===== src/shared/dtd_pkg.sv =====
package dtd_pkg;

  // counts are in processor clocks, one per rising i_clock edge
  localparam int CNT_W = 5;

  // opcode patterns, compared against the upper opcode bits; OPC_PUSH_SEG_LO and OPC_POP_SEG_LO against the low three
  localparam logic [6:0] OPC_MOV_REG_RM = 7'h44; // 1000100w
  localparam logic [6:0] OPC_MOV_RM_REG = 7'h45; // 1000101w
  localparam logic [6:0] OPC_MOV_IMM_RM = 7'h63; // 1100011w
  localparam logic [3:0] OPC_MOV_IMM_REG = 4'hb; // 1011wrrr
  localparam logic [6:0] OPC_MOV_MEM_ACC = 7'h50; // 1010000w
  localparam logic [6:0] OPC_MOV_ACC_MEM = 7'h51; // 1010001w
  localparam logic [7:0] OPC_SEG_LOAD = 8'h8e;
  localparam logic [7:0] OPC_SEG_STORE = 8'h8c;
  localparam logic [7:0] OPC_PUSH_MEM = 8'hff; // reg field 110
  localparam logic [2:0] SUB_PUSH_MEM = 3'h6;
  localparam logic [4:0] OPC_PUSH_REG = 5'h0a;
  localparam logic [2:0] OPC_PUSH_SEG_LO = 3'h6; // 000ss110
  localparam logic [7:0] OPC_PUSH_ALL = 8'h60;
  localparam logic [7:0] OPC_POP_MEM = 8'h8f; // reg field 000
  localparam logic [2:0] SUB_POP_MEM = 3'h0;
  localparam logic [4:0] OPC_POP_REG = 5'h0b;
  localparam logic [2:0] OPC_POP_SEG_LO = 3'h7; // 000ss111
  localparam logic [1:0] SEG_CODE = 2'h1; // not a legal pop target
  localparam logic [7:0] OPC_POP_ALL = 8'h61;
  localparam logic [6:0] OPC_XCHG_RM = 7'h43; // 1000011w
  localparam logic [4:0] OPC_XCHG_ACC = 5'h12;
  localparam logic [6:0] OPC_IN_FIXED = 7'h72;
  localparam logic [6:0] OPC_IN_VAR = 7'h76;
  localparam logic [6:0] OPC_OUT_FIXED = 7'h73;
  localparam logic [6:0] OPC_OUT_VAR = 7'h77;
  localparam logic [7:0] OPC_TABLE_LOOKUP = 8'hd7;
  localparam logic [1:0] MOD_REGISTER = 2'h3;

  // clock counts: register form / memory form, real and protected mode
  localparam logic [4:0] CLK_MOV_STORE_R = 5'h02;
  localparam logic [4:0] CLK_MOV_STORE_M = 5'h03;
  localparam logic [4:0] CLK_MOV_LOAD_M = 5'h05;
  localparam logic [4:0] CLK_SEG_LOAD_PR = 5'h11; // 17
  localparam logic [4:0] CLK_SEG_LOAD_PM = 5'h13; // 19
  localparam logic [4:0] CLK_PUSH = 5'h03;
  localparam logic [4:0] CLK_POP = 5'h05;
  localparam logic [4:0] CLK_POP_SEG_P = 5'h14; // 20
  localparam logic [4:0] CLK_PUSH_ALL = 5'h11; // 17
  localparam logic [4:0] CLK_POP_ALL = 5'h13; // 19
  localparam logic [4:0] CLK_XCHG_R = 5'h03;
  localparam logic [4:0] CLK_XCHG_M = 5'h05;
  localparam logic [4:0] CLK_IN = 5'h05;
  localparam logic [4:0] CLK_OUT = 5'h03;
  localparam logic [4:0] CLK_TABLE_LOOKUP = 5'h05;
  localparam logic [4:0] CLK_EFF_ADDR = 5'h03;
  localparam logic [4:0] CLK_PTR_LOAD_R = 5'h07;
  localparam logic [4:0] CLK_PTR_LOAD_P = 5'h15; // 21
  localparam logic [4:0] CLK_THREE_ELEM = 5'h01;

  // faults
  localparam logic [7:0] VEC_SEG_OVERRUN = 8'h0d; // 13
  localparam logic [15:0] OFFSET_LAST = 16'hffff;

  typedef enum logic [4:0] {
    DTD_OP_NONE = 5'h00,
    DTD_OP_TRANSFER = 5'h01,
    DTD_OP_TRANSFER_IMM = 5'h02,
    DTD_OP_TRANSFER_ACC = 5'h03,
    DTD_OP_SEG_LOAD = 5'h04,
    DTD_OP_SEG_STORE = 5'h05,
    DTD_OP_PUSH = 5'h06,
    DTD_OP_POP = 5'h07,
    DTD_OP_PUSH_ALL = 5'h08,
    DTD_OP_POP_ALL = 5'h09,
    DTD_OP_EXCHANGE = 5'h0a,
    DTD_OP_PORT_IN = 5'h0b,
    DTD_OP_PORT_OUT = 5'h0c,
    DTD_OP_TABLE_LOOKUP = 5'h0d,
    DTD_OP_EFFECTIVE_ADDRESS = 5'h0e,
    DTD_OP_POINTER_LOAD_FIRST = 5'h0f,
    DTD_OP_POINTER_LOAD_EXTRA = 5'h10
  } dtd_op_t;

  typedef enum logic [1:0] {
    DTD_ST_IDLE = 2'b01,
    DTD_ST_EXEC = 2'b10
  } dtd_state_t;

  // operand source that writes the destination register
  typedef enum logic [1:0] {
    DTD_WB_NONE = 2'h0,
    DTD_WB_OPERAND = 2'h1,
    DTD_WB_OFFSET = 2'h2,
    DTD_WB_TABLE_BYTE = 2'h3
  } dtd_wb_t;

  typedef struct packed {
    dtd_op_t op;
    logic word;
    logic reg_is_dest;
    logic mem_operand;
    logic [1:0] seg_sel;
    logic [2:0] reg_sel;
    logic [2:0] rm_sel;
    dtd_wb_t writeback;
    logic [4:0] clocks;
  } dtd_decode_t;

  typedef struct packed {
    logic [7:0] opcode;
    logic [7:0] modrm;
    logic [15:0] ea_offset;
    logic three_elem;
  } dtd_request_t;

endpackage


===== src/hw/dtd_cycle_counter.sv =====
`timescale 1ns/100ps
// counts an execution down from its loaded clock count
module dtd_cycle_counter #(
  parameter int WIDTH = 5
) (
  input wire logic i_clock,
  input wire logic i_nrst,
  input wire logic i_load,
  input wire logic [WIDTH-1:0] i_value,
  output logic o_last
);

  logic [WIDTH-1:0] count_ff;

  // a load always wins over counting, so back-to-back work never slips
  always_ff @(posedge i_clock or negedge i_nrst) begin
    if (!i_nrst) begin
      count_ff <= '0;
    end else if (i_load) begin
      count_ff <= i_value;
    end else if (count_ff != '0) begin
      count_ff <= count_ff - WIDTH'(1);
    end
  end

  assign o_last = (count_ff == WIDTH'(1));

endmodule


===== src/hw/dtd_decoder.sv =====
`timescale 1ns/100ps
// What this block does
// [RULE_01] opcode 8e loads a segment register; 2/5 real, 17/19 protected
// [RULE_02] opcode 8c stores a segment register; 2 register, 3 memory
// [RULE_03] opcode d7 replaces low accumulator byte by table byte; 5 clocks
// [RULE_04] effective address load writes the offset itself; 3 clocks
// [RULE_05] pointer load into data segment needs memory; 7 real, 21 protected
// [RULE_06] pointer load into extra segment: offset and selector; 7 / 21
// [RULE_07] low opcode size bit set means word, clear means byte
// [RULE_08] direction bit set makes register field the destination
// [RULE_09] of two counts, the smaller is register form, larger memory form
// [RULE_10] real mode word access at offset ffff raises fault 13 instead
module dtd_decoder #(
  parameter logic [7:0] OPC_EFFECTIVE_ADDRESS = 8'h8d,
  parameter logic [7:0] OPC_POINTER_LOAD_FIRST = 8'hc5,
  parameter logic [7:0] OPC_POINTER_LOAD_EXTRA = 8'hc4
) (
  input wire logic i_clock,
  input wire logic i_nrst,
  input wire logic i_valid,
  input wire dtd_pkg::dtd_request_t i_request,
  input wire logic i_protected,
  output logic o_ready,
  output dtd_pkg::dtd_decode_t o_decode,
  output logic o_busy,
  output logic o_done,
  output logic o_fault,
  output logic [7:0] o_fault_vector,
  output logic o_undefined
);

  dtd_pkg::dtd_state_t state_ff;
  dtd_pkg::dtd_decode_t dec;
  dtd_pkg::dtd_decode_t decode_ff;
  logic fault_ff;
  logic [7:0] fault_vector_ff;
  logic undefined_ff;
  logic done_ff;
  logic accept;
  logic start;
  logic overrun;
  logic bad_form;
  logic last;
  logic [7:0] opc;
  logic [1:0] mod_f;
  logic [2:0] reg_f;
  logic is_mem;

  assign opc = i_request.opcode;
  assign mod_f = i_request.modrm[7:6];
  assign reg_f = i_request.modrm[5:3];
  assign is_mem = (mod_f != dtd_pkg::MOD_REGISTER);

  // pick register or memory count from the addressing form
  function automatic logic [4:0] pick(input logic mem,
                                      input logic [4:0] r_cnt,
                                      input logic [4:0] m_cnt);
    pick = mem ? m_cnt : r_cnt; // RULE_09
  endfunction

  // opcode decode; only the data transfer group is recognised here
  always_comb begin
    dec = '0;
    dec.op = dtd_pkg::DTD_OP_NONE;
    dec.writeback = dtd_pkg::DTD_WB_NONE;
    dec.reg_sel = reg_f;
    dec.rm_sel = i_request.modrm[2:0];
    dec.seg_sel = reg_f[1:0];
    dec.word = opc[0]; // RULE_07
    bad_form = 1'b0;
    if (opc[7:1] == dtd_pkg::OPC_MOV_REG_RM ||
        opc[7:1] == dtd_pkg::OPC_MOV_RM_REG) begin
      dec.op = dtd_pkg::DTD_OP_TRANSFER;
      dec.reg_is_dest = opc[1]; // RULE_08
      dec.mem_operand = is_mem;
      dec.writeback = dtd_pkg::DTD_WB_OPERAND;
      dec.clocks = pick(is_mem, dtd_pkg::CLK_MOV_STORE_R,
                        opc[1] ? dtd_pkg::CLK_MOV_LOAD_M
                               : dtd_pkg::CLK_MOV_STORE_M); // RULE_09
    end else if (opc[7:1] == dtd_pkg::OPC_MOV_IMM_RM) begin
      dec.op = dtd_pkg::DTD_OP_TRANSFER_IMM;
      dec.mem_operand = is_mem;
      dec.clocks = pick(is_mem, dtd_pkg::CLK_MOV_STORE_R,
                        dtd_pkg::CLK_MOV_STORE_M);
    end else if (opc[7:4] == dtd_pkg::OPC_MOV_IMM_REG) begin
      // immediate to register carries its size bit higher up
      dec.op = dtd_pkg::DTD_OP_TRANSFER_IMM;
      dec.word = opc[3]; // RULE_07
      dec.reg_is_dest = 1'b1;
      dec.reg_sel = opc[2:0];
      dec.writeback = dtd_pkg::DTD_WB_OPERAND;
      dec.clocks = dtd_pkg::CLK_MOV_STORE_R;
    end else if (opc[7:1] == dtd_pkg::OPC_MOV_MEM_ACC ||
                 opc[7:1] == dtd_pkg::OPC_MOV_ACC_MEM) begin
      dec.op = dtd_pkg::DTD_OP_TRANSFER_ACC;
      dec.mem_operand = 1'b1;
      dec.reg_is_dest = ~opc[1];
      dec.reg_sel = 3'h0;
      dec.writeback = opc[1] ? dtd_pkg::DTD_WB_NONE : dtd_pkg::DTD_WB_OPERAND;
      dec.clocks = opc[1] ? dtd_pkg::CLK_MOV_STORE_M : dtd_pkg::CLK_MOV_LOAD_M;
    end else if (opc == dtd_pkg::OPC_SEG_LOAD) begin
      dec.op = dtd_pkg::DTD_OP_SEG_LOAD; // RULE_01
      dec.word = 1'b1;
      dec.reg_is_dest = 1'b1;
      dec.mem_operand = is_mem;
      dec.writeback = dtd_pkg::DTD_WB_OPERAND;
      dec.clocks = i_protected
        ? pick(is_mem, dtd_pkg::CLK_SEG_LOAD_PR, dtd_pkg::CLK_SEG_LOAD_PM)
        : pick(is_mem, dtd_pkg::CLK_MOV_STORE_R,
               dtd_pkg::CLK_MOV_LOAD_M); // RULE_01
    end else if (opc == dtd_pkg::OPC_SEG_STORE) begin
      dec.op = dtd_pkg::DTD_OP_SEG_STORE; // RULE_02
      dec.word = 1'b1;
      dec.mem_operand = is_mem;
      dec.writeback = dtd_pkg::DTD_WB_OPERAND;
      dec.clocks = pick(is_mem, dtd_pkg::CLK_MOV_STORE_R,
                        dtd_pkg::CLK_MOV_STORE_M); // RULE_02
    end else if (opc == dtd_pkg::OPC_PUSH_MEM &&
                 reg_f == dtd_pkg::SUB_PUSH_MEM) begin
      dec.op = dtd_pkg::DTD_OP_PUSH;
      dec.word = 1'b1;
      dec.mem_operand = is_mem;
      dec.clocks = dtd_pkg::CLK_POP;
    end else if (opc == dtd_pkg::OPC_POP_MEM &&
                 reg_f == dtd_pkg::SUB_POP_MEM) begin
      dec.op = dtd_pkg::DTD_OP_POP;
      dec.word = 1'b1;
      dec.mem_operand = is_mem;
      dec.clocks = dtd_pkg::CLK_POP;
    end else if (opc[7:3] == dtd_pkg::OPC_PUSH_REG ||
                 opc[7:3] == dtd_pkg::OPC_POP_REG) begin
      dec.op = opc[3] ? dtd_pkg::DTD_OP_POP : dtd_pkg::DTD_OP_PUSH;
      dec.word = 1'b1;
      dec.reg_is_dest = opc[3];
      dec.reg_sel = opc[2:0];
      dec.writeback = opc[3] ? dtd_pkg::DTD_WB_OPERAND : dtd_pkg::DTD_WB_NONE;
      dec.clocks = opc[3] ? dtd_pkg::CLK_POP : dtd_pkg::CLK_PUSH;
    end else if (opc[7:5] == 3'h0 &&
                 opc[2:0] == dtd_pkg::OPC_PUSH_SEG_LO) begin
      dec.op = dtd_pkg::DTD_OP_PUSH;
      dec.word = 1'b1;
      dec.seg_sel = opc[4:3];
      dec.clocks = dtd_pkg::CLK_PUSH;
    end else if (opc[7:5] == 3'h0 && opc[2:0] == dtd_pkg::OPC_POP_SEG_LO &&
                 opc[4:3] != dtd_pkg::SEG_CODE) begin
      // the code segment cannot be popped; that code stays undecoded
      dec.op = dtd_pkg::DTD_OP_POP;
      dec.word = 1'b1;
      dec.reg_is_dest = 1'b1;
      dec.seg_sel = opc[4:3];
      dec.clocks = i_protected ? dtd_pkg::CLK_POP_SEG_P : dtd_pkg::CLK_POP;
    end else if (opc == dtd_pkg::OPC_PUSH_ALL ||
                 opc == dtd_pkg::OPC_POP_ALL) begin
      dec.op = opc[0] ? dtd_pkg::DTD_OP_POP_ALL : dtd_pkg::DTD_OP_PUSH_ALL;
      dec.word = 1'b1;
      dec.clocks = opc[0] ? dtd_pkg::CLK_POP_ALL : dtd_pkg::CLK_PUSH_ALL;
    end else if (opc[7:1] == dtd_pkg::OPC_XCHG_RM) begin
      dec.op = dtd_pkg::DTD_OP_EXCHANGE;
      dec.reg_is_dest = 1'b1;
      dec.mem_operand = is_mem;
      dec.writeback = dtd_pkg::DTD_WB_OPERAND;
      dec.clocks = pick(is_mem, dtd_pkg::CLK_XCHG_R, dtd_pkg::CLK_XCHG_M);
    end else if (opc[7:3] == dtd_pkg::OPC_XCHG_ACC) begin
      dec.op = dtd_pkg::DTD_OP_EXCHANGE;
      dec.word = 1'b1;
      dec.reg_is_dest = 1'b1;
      dec.reg_sel = opc[2:0];
      dec.writeback = dtd_pkg::DTD_WB_OPERAND;
      dec.clocks = dtd_pkg::CLK_XCHG_R;
    end else if (opc[7:1] == dtd_pkg::OPC_IN_FIXED ||
                 opc[7:1] == dtd_pkg::OPC_IN_VAR) begin
      dec.op = dtd_pkg::DTD_OP_PORT_IN;
      dec.reg_is_dest = 1'b1;
      dec.reg_sel = 3'h0;
      dec.writeback = dtd_pkg::DTD_WB_OPERAND;
      dec.clocks = dtd_pkg::CLK_IN;
    end else if (opc[7:1] == dtd_pkg::OPC_OUT_FIXED ||
                 opc[7:1] == dtd_pkg::OPC_OUT_VAR) begin
      dec.op = dtd_pkg::DTD_OP_PORT_OUT;
      dec.reg_sel = 3'h0;
      dec.clocks = dtd_pkg::CLK_OUT;
    end else if (opc == dtd_pkg::OPC_TABLE_LOOKUP) begin
      dec.op = dtd_pkg::DTD_OP_TABLE_LOOKUP; // RULE_03
      dec.word = 1'b0;
      dec.reg_is_dest = 1'b1;
      dec.reg_sel = 3'h0; // low_accumulator_byte
      dec.writeback = dtd_pkg::DTD_WB_TABLE_BYTE; // RULE_03
      dec.clocks = dtd_pkg::CLK_TABLE_LOOKUP; // RULE_03
    end else if (opc == OPC_EFFECTIVE_ADDRESS) begin
      dec.op = dtd_pkg::DTD_OP_EFFECTIVE_ADDRESS;
      dec.word = 1'b1;
      dec.reg_is_dest = 1'b1;
      dec.writeback = dtd_pkg::DTD_WB_OFFSET; // RULE_04
      dec.clocks = dtd_pkg::CLK_EFF_ADDR; // RULE_04
    end else if (opc == OPC_POINTER_LOAD_FIRST ||
                 opc == OPC_POINTER_LOAD_EXTRA) begin
      dec.op = (opc == OPC_POINTER_LOAD_FIRST)
               ? dtd_pkg::DTD_OP_POINTER_LOAD_FIRST
               : dtd_pkg::DTD_OP_POINTER_LOAD_EXTRA;
      dec.word = 1'b1;
      dec.reg_is_dest = 1'b1;
      dec.mem_operand = 1'b1;
      dec.writeback = dtd_pkg::DTD_WB_OPERAND; // RULE_06
      bad_form = ~is_mem; // RULE_05
      dec.clocks = i_protected ? dtd_pkg::CLK_PTR_LOAD_P
                               : dtd_pkg::CLK_PTR_LOAD_R; // RULE_05 RULE_06
    end
    // offsets summed from three parts cost one more clock
    // the address load sums its offset too, though it never reads memory
    if ((dec.mem_operand ||
         (dec.op == dtd_pkg::DTD_OP_EFFECTIVE_ADDRESS && is_mem)) && // RULE_04
        i_request.three_elem && dec.op != dtd_pkg::DTD_OP_TRANSFER_ACC) begin
      dec.clocks = dec.clocks + dtd_pkg::CLK_THREE_ELEM;
    end
  end

  // a word reference wrapping the segment end is refused in real mode only
  assign overrun = ~i_protected && dec.word && dec.mem_operand &&
                   i_request.ea_offset == dtd_pkg::OFFSET_LAST; // RULE_10
  assign o_ready = (state_ff == dtd_pkg::DTD_ST_IDLE);
  assign accept = i_valid && o_ready;
  assign start = accept && !overrun && !bad_form &&
                 dec.op != dtd_pkg::DTD_OP_NONE;
  assign o_busy = (state_ff == dtd_pkg::DTD_ST_EXEC);

  dtd_cycle_counter #(
    .WIDTH(dtd_pkg::CNT_W)
  ) u_counter (
    .i_clock(i_clock),
    .i_nrst(i_nrst),
    .i_load(start),
    .i_value(dec.clocks),
    .o_last(last)
  );

  // execution sequencing: held busy for exactly the decoded clock count
  always_ff @(posedge i_clock or negedge i_nrst) begin
    if (!i_nrst) begin
      state_ff <= dtd_pkg::DTD_ST_IDLE;
    end else begin
      unique case (state_ff)
        dtd_pkg::DTD_ST_IDLE: begin
          if (start) begin
            state_ff <= dtd_pkg::DTD_ST_EXEC;
          end
        end
        dtd_pkg::DTD_ST_EXEC: begin
          if (last) begin
            state_ff <= dtd_pkg::DTD_ST_IDLE;
          end
        end
      endcase
    end
  end

  // decoded fields stay steady for the whole execution
  always_ff @(posedge i_clock or negedge i_nrst) begin
    if (!i_nrst) begin
      decode_ff <= '0;
    end else if (accept) begin
      decode_ff <= dec;
    end
  end

  // completion and fault pulses, one cycle each
  always_ff @(posedge i_clock or negedge i_nrst) begin
    if (!i_nrst) begin
      done_ff <= 1'b0;
      fault_ff <= 1'b0;
      fault_vector_ff <= 8'h00;
      undefined_ff <= 1'b0;
    end else begin
      done_ff <= o_busy && last;
      fault_ff <= accept && overrun && !bad_form; // RULE_10
      // vector follows the fault pulse exactly, an undefined form wins
      fault_vector_ff <= (accept && overrun && !bad_form)
                         ? dtd_pkg::VEC_SEG_OVERRUN : 8'h00;
      undefined_ff <= accept &&
                      (bad_form || dec.op == dtd_pkg::DTD_OP_NONE); // RULE_05
    end
  end

  assign o_decode = decode_ff;
  assign o_done = done_ff;
  assign o_fault = fault_ff;
  assign o_fault_vector = fault_vector_ff;
  assign o_undefined = undefined_ff;

endmodule


===== config.mk =====
export PLATFORM = sky130hd
export DESIGN_NAME = dtd_decoder
export DESIGN_NICKNAME = d
export VERILOG_FILES = /design/src/shared/dtd_pkg.sv /design/src/hw/dtd_cycle_counter.sv /design/src/hw/dtd_decoder.sv
export SDC_FILE = /design/constraint.sdc
export NUM_CORES = 1
export LEC_CHECK = 0
export BUFFER_PORTS_ARGS = -buffer_cell sky130_fd_sc_hd__buf_2
export CAP_MARGIN = 10
export CORE_ASPECT_RATIO = 1.5
export CORE_MARGIN = 8
export CORE_UTILIZATION = 25
export CTS_BUF_LIST = sky130_fd_sc_hd__clkbuf_8
export DETAILED_ROUTE_END_ITERATION = 16
export SLEW_MARGIN = 20
export SYNTH_ARGS = -nofsm -noshare
export SYNTH_HDL_FRONTEND = slang
export SYNTH_SLANG_ARGS = --single-unit

===== constraint.sdc =====
create_clock -name i_clock -period 2.2 [get_ports i_clock]
set_input_delay 0.44 -clock i_clock [delete_from_list [all_inputs] [get_ports i_clock]]
set_output_delay 0.44 -clock i_clock [all_outputs]
set_load 0.005 [all_outputs]

==> results_dict.tcl <==
set metrics [dict create \
    gp_congestion 0.902 \
    clock_latency_ps 290 \
    cp_num_buf_inv 2 \
    stdcell_area_um2 4090 \
    regArea_um2 827 \
    drtIter0Drc 107 \
    ant_nets 0 \
    yosys_warnings 0 \
    synth_top_cells_by_area "dfrtp_1 (31%), nand2_1 (5.8%), mux2_2 (4.3%)" \
    slowest_stage "or4b_4" \
    holdWs_ps 180 \
    slowest_delay_ps 580 \
    ys_seq_elements 33 \
    crit_path_end "u_counter.count_ff[1]" \
    async_flop_share_pct 100 \
    leakagePower_nw 2.01 \
    hold_path.class "input pin to async pin" \
    netlist_instances 306 \
    cp.arrival_ps 2670 \
    syn_to_final_growth_pct 58.1 \
    numCtsBuffers 5 \
    outcome "finished, violations left" \
    num_antenna_cells 0 \
    ir_drop_mv 0.178 \
    worstPathCellList "buf_6 > or4b_4 > or3_4 > buf_6 > o21ai_4 > a2111oi_4 > o41ai_4 > ha_2 > mux2i_2 > mux2i_1" \
    yosysTopAreaCell "dfrtp_1" \
    place_area_um2 3650 \
    final_util_pct 40.4 \
    path_common_cell "buf_6" \
    synth_area_per_cell_um2 8.46 \
    finalSetupViolCount 11 \
    first_pass_iters 4 \
    die_area_um2 13900 \
    grt_max_degree 38 \
    finalPower_mw 2.30 \
    hpwl_um 8040 \
    portBuffers 67 \
    cap_viol_max_count 0 \
    cts_hold_buf 0 \
    path_max_fanout 6 \
    rsz0062_at_grt "yes" \
    start_util_pct 25.5 \
    pin_count 73 \
    clock-skew-final_ps 8.88 \
    rows 45 \
    synth_flop_cell "dfrtp_1" \
    hold_viol 0 \
    synthDistinctLibCells 59 \
    finalSetupTns_ps -2310 \
    antenna_found_initial 0 \
    die_x_um 99.1 \
    setup.worst_path.start_class "input pin" \
    wirelength_um 9480 \
    slew_violations 0 \
    fill_cells 1028 \
    crit_cells 10 \
    timing.final.ws_setup_ps -305 \
    via_per_inst 5.00 \
    grt_first_pass_wirelength_um 15200 \
    yosysSeqAreaShare_pct 31.9 \
    clock_path_buffers 2 \
    pre_cts_ws_ps -895 \
    nets 503 \
    max_freq_mhz 399 \
    fin_crit_ps 2510 \
    cts_tree "yes" \
    timing.rr.end "u_counter.count_ff[4]" \
    synthTopCellsByCount "nand2_1 (40), dfrtp_1 (32), o21ai_0 (18), nor2_1 (16), clkbuf_1 (15)" \
    drcViolationCount 0 \
    die_h_um 141 \
    synth_top_cell_area_share_pct 30.9 \
    worst_pin_slew_ps 693 \
    grt_use_total_pct 13.6 \
    yosys.cell_count.top_type "nand2_1" \
    crit_required_ps 2370 \
    wl_per_cell_um 16.4 \
    drive_gt1_share_pct 51.0 \
    ctsHtreeMaxLevel 2 \
    core-area_um2 10100 \
    first_global_vias 3064 \
    dp.cells 561 \
    dr_total_vias 2890 \
    violations "negative setup slack" \
    power_density_nw_per_um2 562 \
    slew_headroom_pct 53.4 \
    clkTransAtPathRegs_ps 80 \
    finalNonFillerCells 578 \
    multi_input_area_um2 1840 \
    path_delay_family "simple AND/OR/NAND/NOR gates" \
    ff2ff_setup_slack_ps 510 \
    synth_edf_count 0 \
    crit_path_start "i_request[30]" \
    r2r_cells 6 \
    critical_path_class "input pin to register" \
    clkSinkCount 33 \
    r2r_start "state_ff[0]" \
    synth_area_um2 2590 \
    timing.final.crit_share_pct 114 \
    overflow 0 \
    critPathCaptureType "register" \
    root_buffer "clkbuf_8" \
]
## worst reg2reg max path, cell delays in order, from the launching register on
cell and delay (ps):
dfstp_2 530, nand2b_1 90, inv_1 90, nand2_1 80, o21bai_1 200, nor3_4 260
mux2_4 320
## where the power goes
part | internal (mW) | total [mW] | switching, mW
Clock | 0.221 | 0.452 | 0.230
Sequential | 0.807 | 0.929 | 0.122
Combinational | 0.479 | 0.922 | 0.442
Total | 1.51 | 2.30 | 0.794
## layout make-up
type / count / area share [%]
multi-input combinational: 240 / 44.9
timing repair buffer: 170 / 28.2
sequential: 33 / 20.2
tap: 117 / 3.58
clock buffer: 5 / 1.68
inverter: 10 / 0.917
clock inverter: 3 / 0.550
## cells in the final DEF (no fill, tap or decap), types with 4 or more instances in the layout
master / instances
dfrtp_1: 32
inv_1: 9
o211ai_1: 5
nor3_1: 5
ha_1: 5
nand2_1: 40
nand3_1: 10
mux2_2: 10
mux2i_1: 6
and3_1: 6
xor2_1: 5
nor3_4: 4
nor2b_1: 5
nand2b_1: 4
buf_6: 8
clkbuf_8: 5
a21oi_1: 8
nor4_1: 4
o21ai_1: 7
nand4_1: 6
buf_4: 101
o21ai_0: 14
buf_2: 61
nor2_1: 14
conb_1: 5
## worst min-delay path by stage
stage | slack (ps) | cells after the start | from | end
2_1_floorplan | 140 | 0 | i_nrst | o_decode[0]
3_3_place_gp | 460 | 2 | o_decode[13] | o_decode[13]
3_5_place_dp | 470 | 2 | o_decode[6] | o_decode[6]
4_1_cts | 210 | 1 | i_nrst | o_decode[7]
5_1_grt | 260 | 1 | i_nrst | o_fault_vector[2]
6_report | 180 | 1 | i_nrst | o_done
## flip-flops by register name, summed over array words and instances, names as in the netlist
register / cells
o_decode: 23
o_done: 1
o_fault_vector: 1
o_undefined: 1
state_ff: 2
u_counter.count_ff: 5
## layer usage
| layer | part of all wire [%] | global-route usage [%] |
|---|---|---|
| met5 | 0 | 0 |
| met4 | 5.4 | 8.57 |
| met3 | 2.5 | 1.18 |
| met2 | 56 | 26.5 |
| met1 | 36 | 13.2 |
## what timing repair did
item,CTS,global route
cloned,0,0
buffers inserted,4,5
resized for setup,21,40
setup endpoints to repair,14,17
hold endpoints to repair,0,0
pin swaps,10,15
## cells by family after synthesis
logic type                 Yosys count  share of synthesized area (%)
AOI/OAI and AO/OA                   69                           18.9
xor gates and xnor gates             7                           2.37
adders and majority gates            6                           2.90
buffers and inverters               37                           6.96
DFF                                 33                           31.9
muxes                               18                           7.64
other                                1                          0.145
and+or+nand+nor                    135                           29.1
Power figures use the tool's default switching activity.
